[src/core/video_rx_cfg_pkg.sv]
// Purpose: constants and carriers for the receiver processing control words
// Assumes: one clock domain, 16-bit register words at word addresses
// Notes:   bit positions and reset values of both control words
`default_nettype none

package video_rx_cfg_pkg;
    localparam int unsigned REG_WIDTH = 16;
    localparam int unsigned ADDR_WIDTH = 12;
    localparam logic [11:0] ADDR_CTRL_A = 12'h000;
    localparam logic [11:0] ADDR_CTRL_B = 12'h001;

    // first control word fields
    localparam int unsigned A_REMAP_OFF = 14;
    localparam int unsigned A_EDH_FREEZE = 12;
    localparam int unsigned A_EDH_INS_OFF = 11;
    localparam int unsigned A_BLANK_SEL = 10;
    localparam int unsigned A_ANC_EXT_OFF = 9;
    localparam int unsigned A_PIN_OVR = 7;
    localparam int unsigned A_TIM_FMT = 6;
    localparam int unsigned A_BAD_REMAP_OFF = 4;
    localparam int unsigned A_ANC_SUM_OFF = 3;
    localparam int unsigned A_LINE_CHK_OFF = 2;
    localparam int unsigned A_LINE_NUM_OFF = 1;
    localparam int unsigned A_SYNC_INS_OFF = 0;
    // bit 15 reads zero; 13, 8 and 5 are reserved but writable
    localparam logic [15:0] CTRL_A_WMASK = 16'h7FFF;
    localparam logic [15:0] CTRL_A_RESET = 16'h0000;

    // second control word, upper part
    localparam int unsigned B_PLAIN_POL = 14;
    localparam int unsigned B_AUTODET_OFF = 13;
    localparam int unsigned B_REMAP_OFF2 = 12;
    localparam int unsigned B_REGEN_OFF = 10;
    localparam int unsigned B_SWAP = 9;
    localparam int unsigned B_LVL_CONV_OFF = 8;
    localparam logic [15:0] CTRL_B_WMASK = 16'hFFFF;
    localparam logic [15:0] CTRL_B_RESET = 16'h0100;

    typedef struct packed {
        logic syncRemapOffS1;
        logic edhFlagFreeze;
        logic edhCheckInsertOff;
        logic ancillaryExtractOff;
        logic badCodeRemapOffS1;
        logic ancSumInsertOffS1;
        logic lineCheckInsertOffS1;
        logic lineNumberInsertOffS1;
        logic syncWordInsertOffS1;
        logic syncWordRemapOffS2;
        logic payloadIdRegenOff;
        logic levelConversionOff;
    } proc_ctrl_t;

    typedef struct packed {
        logic [9:0] firstDataStream;
        logic [9:0] secondDataStream;
    } stream_pair_t;
endpackage : video_rx_cfg_pkg

`default_nettype wire

[src/core/video_rx_processing_config_regs.sv]
// Purpose: processing control words and the settings they steer
// Assumes: host accesses arrive as one-cycle word strobes on mclk
// Notes:   read data is registered, valid one cycle after the read strobe
`default_nettype none

module video_rx_processing_config_regs (
    input  wire logic                              mclk,
    input  wire logic                              rstn,
    // host register port
    input  wire logic [11:0]                       regAddr,
    input  wire logic                              regWrite,
    input  wire logic                              regRead,
    input  wire logic [15:0]                       regWdata,
    output logic [15:0]                            regRdata,
    output logic                                   regRvalid,
    // timing and video status
    input  wire logic                              timing_format_pin,
    input  wire logic                              blankingActive,
    input  wire logic                              trsHBit,
    input  wire logic                              asiMode,
    input  wire logic                              polarityDetected,
    input  wire logic                              mode3g,
    input  wire logic                              levelBInput,
    input  wire logic                              ddrOutput,
    input  wire logic                              ddrPhase,
    input  wire video_rx_cfg_pkg::stream_pair_t    streamIn,
    // outputs
    output video_rx_cfg_pkg::proc_ctrl_t           procCtrl,
    output logic                                   timingCea861,
    output logic                                   hBlankOut,
    output logic                                   asiPlainDecode,
    output logic                                   levelConvertActive,
    output logic [19:0]                            parallelOut
);

    logic        rstMeta_ff;
    logic        rstSync_ff;
    logic [15:0] ctrlA_ff;
    logic [15:0] ctrlB_ff;
    logic [15:0] nxt_ctrlA;
    logic [15:0] nxt_ctrlB;
    logic [15:0] rdata_ff;
    logic [15:0] nxt_rdata;
    logic        rvalid_ff;
    logic        nxt_rvalid;
    logic        hBlank_ff;
    logic        nxt_hBlank;
    logic        plain_ff;
    logic        nxt_plain;
    logic [19:0] pout_ff;
    logic [19:0] nxt_pout;
    logic        fmtCea;

    // reset release through two flops
    always_ff @(posedge mclk or negedge rstn) begin
        if (!rstn) begin
            rstMeta_ff <= 1'b0;
            rstSync_ff <= 1'b0;
        end else begin
            rstMeta_ff <= 1'b1;
            rstSync_ff <= rstMeta_ff;
        end
    end

    function automatic logic [15:0] mergeWrite(input logic [15:0] cur,
                                               input logic [15:0] wd,
                                               input logic [15:0] msk);
        mergeWrite = (cur & ~msk) | (wd & msk);
    endfunction : mergeWrite

    // register writes and reads
    always_comb begin
        nxt_ctrlA  = ctrlA_ff;
        nxt_ctrlB  = ctrlB_ff;
        nxt_rdata  = rdata_ff;
        nxt_rvalid = regRead;
        if (regWrite && regAddr == video_rx_cfg_pkg::ADDR_CTRL_A) begin
            nxt_ctrlA = mergeWrite(ctrlA_ff, regWdata,
                                   video_rx_cfg_pkg::CTRL_A_WMASK);
        end
        if (regWrite && regAddr == video_rx_cfg_pkg::ADDR_CTRL_B) begin
            nxt_ctrlB = mergeWrite(ctrlB_ff, regWdata,
                                   video_rx_cfg_pkg::CTRL_B_WMASK);
        end
        if (regRead) begin
            unique case (regAddr)
                video_rx_cfg_pkg::ADDR_CTRL_A: nxt_rdata = ctrlA_ff;
                video_rx_cfg_pkg::ADDR_CTRL_B: nxt_rdata = ctrlB_ff;
                default:                       nxt_rdata = 16'h0000;
            endcase
        end
    end

    always_ff @(posedge mclk or negedge rstSync_ff) begin
        if (!rstSync_ff) begin
            ctrlA_ff  <= video_rx_cfg_pkg::CTRL_A_RESET;
            ctrlB_ff  <= video_rx_cfg_pkg::CTRL_B_RESET;
            rdata_ff  <= 16'h0000;
            rvalid_ff <= 1'b0;
        end else begin
            ctrlA_ff  <= nxt_ctrlA;
            ctrlB_ff  <= nxt_ctrlB;
            rdata_ff  <= nxt_rdata;
            rvalid_ff <= nxt_rvalid;
        end
    end

    assign regRdata  = rdata_ff;
    assign regRvalid = rvalid_ff;

    assign procCtrl.syncRemapOffS1 = ctrlA_ff[video_rx_cfg_pkg::A_REMAP_OFF];
    assign procCtrl.edhFlagFreeze = ctrlA_ff[video_rx_cfg_pkg::A_EDH_FREEZE];
    assign procCtrl.edhCheckInsertOff =
        ctrlA_ff[video_rx_cfg_pkg::A_EDH_INS_OFF];
    assign procCtrl.ancillaryExtractOff =
        ctrlA_ff[video_rx_cfg_pkg::A_ANC_EXT_OFF];
    assign procCtrl.badCodeRemapOffS1 =
        ctrlA_ff[video_rx_cfg_pkg::A_BAD_REMAP_OFF];
    assign procCtrl.ancSumInsertOffS1 =
        ctrlA_ff[video_rx_cfg_pkg::A_ANC_SUM_OFF];
    assign procCtrl.lineCheckInsertOffS1 =
        ctrlA_ff[video_rx_cfg_pkg::A_LINE_CHK_OFF];
    assign procCtrl.lineNumberInsertOffS1 =
        ctrlA_ff[video_rx_cfg_pkg::A_LINE_NUM_OFF];
    assign procCtrl.syncWordInsertOffS1 =
        ctrlA_ff[video_rx_cfg_pkg::A_SYNC_INS_OFF];
    assign procCtrl.syncWordRemapOffS2 =
        ctrlB_ff[video_rx_cfg_pkg::B_REMAP_OFF2];
    assign procCtrl.payloadIdRegenOff =
        ctrlB_ff[video_rx_cfg_pkg::B_REGEN_OFF];
    assign procCtrl.levelConversionOff =
        ctrlB_ff[video_rx_cfg_pkg::B_LVL_CONV_OFF];

    assign fmtCea = ctrlA_ff[video_rx_cfg_pkg::A_PIN_OVR]
                  ? ctrlA_ff[video_rx_cfg_pkg::A_TIM_FMT]
                  : timing_format_pin;
    assign timingCea861 = fmtCea;

    assign levelConvertActive = mode3g && levelBInput &&
        !ctrlB_ff[video_rx_cfg_pkg::B_LVL_CONV_OFF];

    // blanking, polarity and stream ordering
    always_comb begin
        nxt_hBlank = 1'b0;
        if (!fmtCea) begin
            nxt_hBlank = ctrlA_ff[video_rx_cfg_pkg::A_BLANK_SEL]
                       ? trsHBit : blankingActive;
        end
        nxt_plain = plain_ff;
        if (asiMode) begin
            nxt_plain = ctrlB_ff[video_rx_cfg_pkg::B_AUTODET_OFF]
                      ? ctrlB_ff[video_rx_cfg_pkg::B_PLAIN_POL]
                      : !polarityDetected;
        end
        nxt_pout = {streamIn.firstDataStream, streamIn.secondDataStream};
        if (mode3g) begin
            if (ddrOutput) begin
                nxt_pout[19:10] =
                    (ddrPhase ^ ctrlB_ff[video_rx_cfg_pkg::B_SWAP])
                    ? streamIn.firstDataStream
                    : streamIn.secondDataStream;
                nxt_pout[9:0] = 10'h000;
            end else if (ctrlB_ff[video_rx_cfg_pkg::B_SWAP]) begin
                nxt_pout = {streamIn.secondDataStream,
                            streamIn.firstDataStream};
            end
        end
    end

    always_ff @(posedge mclk or negedge rstSync_ff) begin
        if (!rstSync_ff) begin
            hBlank_ff <= 1'b0;
            plain_ff  <= 1'b1;
            pout_ff   <= 20'h00000;
        end else begin
            hBlank_ff <= nxt_hBlank;
            plain_ff  <= nxt_plain;
            pout_ff   <= nxt_pout;
        end
    end

    assign hBlankOut      = hBlank_ff;
    assign asiPlainDecode = plain_ff;
    assign parallelOut    = pout_ff;

endmodule : video_rx_processing_config_regs

`default_nettype wire

[config.mk]
export PLATFORM = sky130hd
export DESIGN_NAME = video_rx_processing_config_regs
export DESIGN_NICKNAME = d
export VERILOG_FILES = /design/src/core/video_rx_cfg_pkg.sv /design/src/core/video_rx_processing_config_regs.sv
export SDC_FILE = /design/constraint.sdc
export NUM_CORES = 1
export LEC_CHECK = 0
export ABC_AREA = 1
export BUFFER_PORTS_ARGS = -buffer_cell sky130_fd_sc_hd__buf_4
export CAP_MARGIN = 20
export CORE_UTILIZATION = 35
export DETAILED_ROUTE_END_ITERATION = 12
export GPL_ROUTABILITY_DRIVEN = 0
export PLACE_DENSITY = 0.64
export SKIP_LAST_GASP = 1
export SYNTH_ARGS = -nofsm -noshare
export SYNTH_HDL_FRONTEND = slang
export SYNTH_SLANG_ARGS = --single-unit
export TNS_END_PERCENT = 30
[constraint.sdc]
create_clock -name mclk -period 2 [get_ports mclk]
set_input_delay 0.2 -clock mclk [delete_from_list [all_inputs] [get_ports mclk]]
set_output_delay 0.2 -clock mclk [all_outputs]
set_load 0.02 [all_outputs]
==> results.json <==
{
  "clkSinkCount": 72,
  "r2r-start": "ctrlB_ff[9]",
  "grtUsageMet3": 0.05552,
  "clockRootBuffer": "clkbuf_8",
  "ioPinCount": 114,
  "core_um2": 9240,
  "postSynthCellCount": 365,
  "synth_xor_area_frac": 0,
  "grt_max_degree": 71,
  "min-delay-start": "streamIn[15]",
  "power_per_cell_area_nw_per_um2": 725.1,
  "synthMuxAreaShare": 0.003009,
  "outcome": "finished clean",
  "cts_tree": "yes",
  "ff2ff_setup_slack_ns": 0.27,
  "met2_usage": 0.2794,
  "finalHoldViolations": 0,
  "reg2reg_depth": 4,
  "worstSkewPairLatency_ns": 0.34,
  "relSlewSlack": 0.5748,
  "slew_violations": 0,
  "critPathMaxStageDelay_ns": 0.59,
  "ys_ff_latch": 72,
  "start_util": 0.3601,
  "drv_cap": 0,
  "syn-num-nets": 426,
  "hp-class": "primary input to flop",
  "peakVddDrop_mv": 0.3290,
  "met1_usage": 0.2096,
  "fp.dieW_um": 99.50,
  "drcViolationCount": 0,
  "wl_per_cell_um": 13.20,
  "cp_max_fo": 20,
  "grt_antenna_before_repair": 0,
  "cts_resized": 0,
  "placed_cell_area_um2": 4156,
  "rsz0062_at_grt": "false",
  "htreeDepth": 3,
  "worst_clock_skew_ns": 0.006219,
  "fin_area_um2": 4405,
  "slowest_stage": "dfrtp_1",
  "hold_end": "parallelOut[15]",
  "hold_depth": 3,
  "path_class": "flop to flop",
  "vias": 2702,
  "synth_top_family_by_area": "simple AND/OR/NAND/NOR gates",
  "worstSetupStartpointType": "flop",
  "max_freq_mhz": 578.1,
  "setup_violations": 0,
  "cts_buffers": 9,
  "dp_hpwl_um": 5599,
  "fp-row-count": 35,
  "synth-simple-area-share": 0.2253,
  "synth_cell_types": 25,
  "track_usage": 0.1706,
  "clk_pin_slew_ns": 0.07,
  "place.port_buffers": 113,
  "cp-end-kind": "flop",
  "nFillCells": 903,
  "final_nets": 525,
  "final_cell_mix": "nand2_1 (115), buf_4 (115), dfrtp_1 (69)",
  "yosysWarnings": 0,
  "syn-cell-area_um2": 3327,
  "final_antenna_net_count": 0,
  "syn_to_final_growth_pct": 32.42,
  "antennaDiodeCount": 0,
  "die_h_um": 99.50,
  "ys_seq_area_frac": 0.5423,
  "period_share": 0.8649,
  "worstReg2RegEnd": "parallelOut[14]",
  "drtIter0Drc": 131,
  "grt.overflow.total": 0,
  "die_area_um2": 9899,
  "crit_arrival_ns": 1.95,
  "drt-vias-per-instance": 4.526,
  "worst_slew_pin_slew_ns": 0.6360,
  "synth_compound_area_frac": 0.1215,
  "tns_ns": 0,
  "syn_area_per_cell_um2": 9.115,
  "dr.pass1.iters": 5,
  "min_period_ns": 1.730,
  "final_core_util": 0.4768,
  "grt_pass1_vias": 2696,
  "grt_pass1_wl_um": 13080,
  "drt_wl_total_um": 7880,
  "drive_gt1_frac": 0.3718,
  "total_leakage_power_uw": 0.002358,
  "cp.required_ns": 2.22,
  "path_cells": "inv_1 -> o21ai_0 -> nand3_1 -> o21ai_0",
  "cts.path.max_buffers": 2,
  "pre_cts_ws_ns": 0.2136,
  "grt.busiest_layer": "met2",
  "synth_fa_ha_area_frac": 0,
  "cpMostUsedCell": "o21ai_0",
  "fin_ws_ns": 0.2703
}
==> how the worst max path moves through the flow <==
stage | start | cells past startpoint | slack, ns | endpoint
floorplan | ctrlA_ff[7] | 4 | 0.74 | hBlankOut
global placement | regAddr[5] | 7 | 0.35 | ctrlB_ff[5]
detailed placement | ctrlB_ff[9] | 4 | 0.21 | parallelOut[14]
CTS | ctrlB_ff[9] | 4 | 0.23 | parallelOut[14]
global route | ctrlB_ff[9] | 4 | 0.05 | parallelOut[14]
finish | ctrlB_ff[9] | 4 | 0.27 | parallelOut[14]
==> registers in the layout, indices dropped and copies added (netlist names) <==
| signal | count |
|---|---|
| asiPlainDecode | 1 |
| ctrlA_ff | 15 |
| ctrlB_ff | 16 |
| hBlankOut | 1 |
| parallelOut | 20 |
| regRdata | 16 |
| regRvalid | 1 |
| rstMeta_ff | 1 |
| rstSync_ff | 1 |
==> power by group <==
group	leakage [µW]	internal [µW]	switching [µW]
sequential	0.000951	1490	13.6
clock	0.000122	833	527
combinational	0.00129	149	179
total	0.00236	2470	720
==> critical path: cells and delay by family (launching register included) <==
kind / cells / cell delay (ns)
flops: 1 / 0.59
simple gates: 1 / 0.47
compound gates: 2 / 0.50
buf+inv: 1 / 0.07
==> cell families after synthesis <==
logic type,Yosys count
simple gates,168
flops,72
buf+inv,66
compound gates,57
mux,1
other cells,1
==> through the flow <==
step	cells	hold WS, ns	total power, µW
detailed placement	581	-0.01597	1866
CTS	597	0.06448	3233
global route	597	0.07689	3329
global placement	581	-0.01730	1861
finish	597	0.08120	3195
floorplan	365	-0.09559	1682
==> area by class of cell <==
cell class / count / area [µm²] / share of cell area
multi-input combinational: 227 / 1167 / 0.2650
clock inverter: 2 / 60.06 / 0.01363
tap: 129 / 161.4 / 0.03664
sequential: 72 / 1805 / 0.4098
timing repair buffer: 117 / 893.4 / 0.2028
inverter: 37 / 138.9 / 0.03153
clock buffer: 13 / 178.9 / 0.04061
==> synth_stat cells <==
master	count	area, µm²
o21ai_2	27	236.5
nor2_2	1	6.260
dfrtp_1	70	1752
o21ai_0	12	60.06
nand2_2	6	37.54
nand2_1	115	431.7
buf_2	2	10.01
or2_2	1	6.260
nand3_4	2	35.03
o21a_1	2	15.01
nor2_4	2	22.52
mux2i_1	1	10.01
conb_1	1	3.750
nor2_1	8	30.03
nand3_1	32	160.2
dfstp_2	2	52.55
inv_1	36	135.1
o22ai_1	10	62.56
o21ai_1	5	25.02
a21oi_1	1	5.000
clkbuf_1	6	22.52
nor2_8	1	20.02
clkinv_1	1	3.750
buf_4	14	105.1
buf_6	7	78.83
==> timing repair <==
action	4_1_cts	5_1_grt
setup buffers	0	0
hold buffers	1	0
hold endpoints to repair	2	0
==> layer usage <==
metal,up-vias,share of wire
li1,1340,-
met1,1250,0.43
met2,97,0.48
met3,15,0.077
met4,0,0.016
met5,-,0
Power figures use the tool's default switching activity.
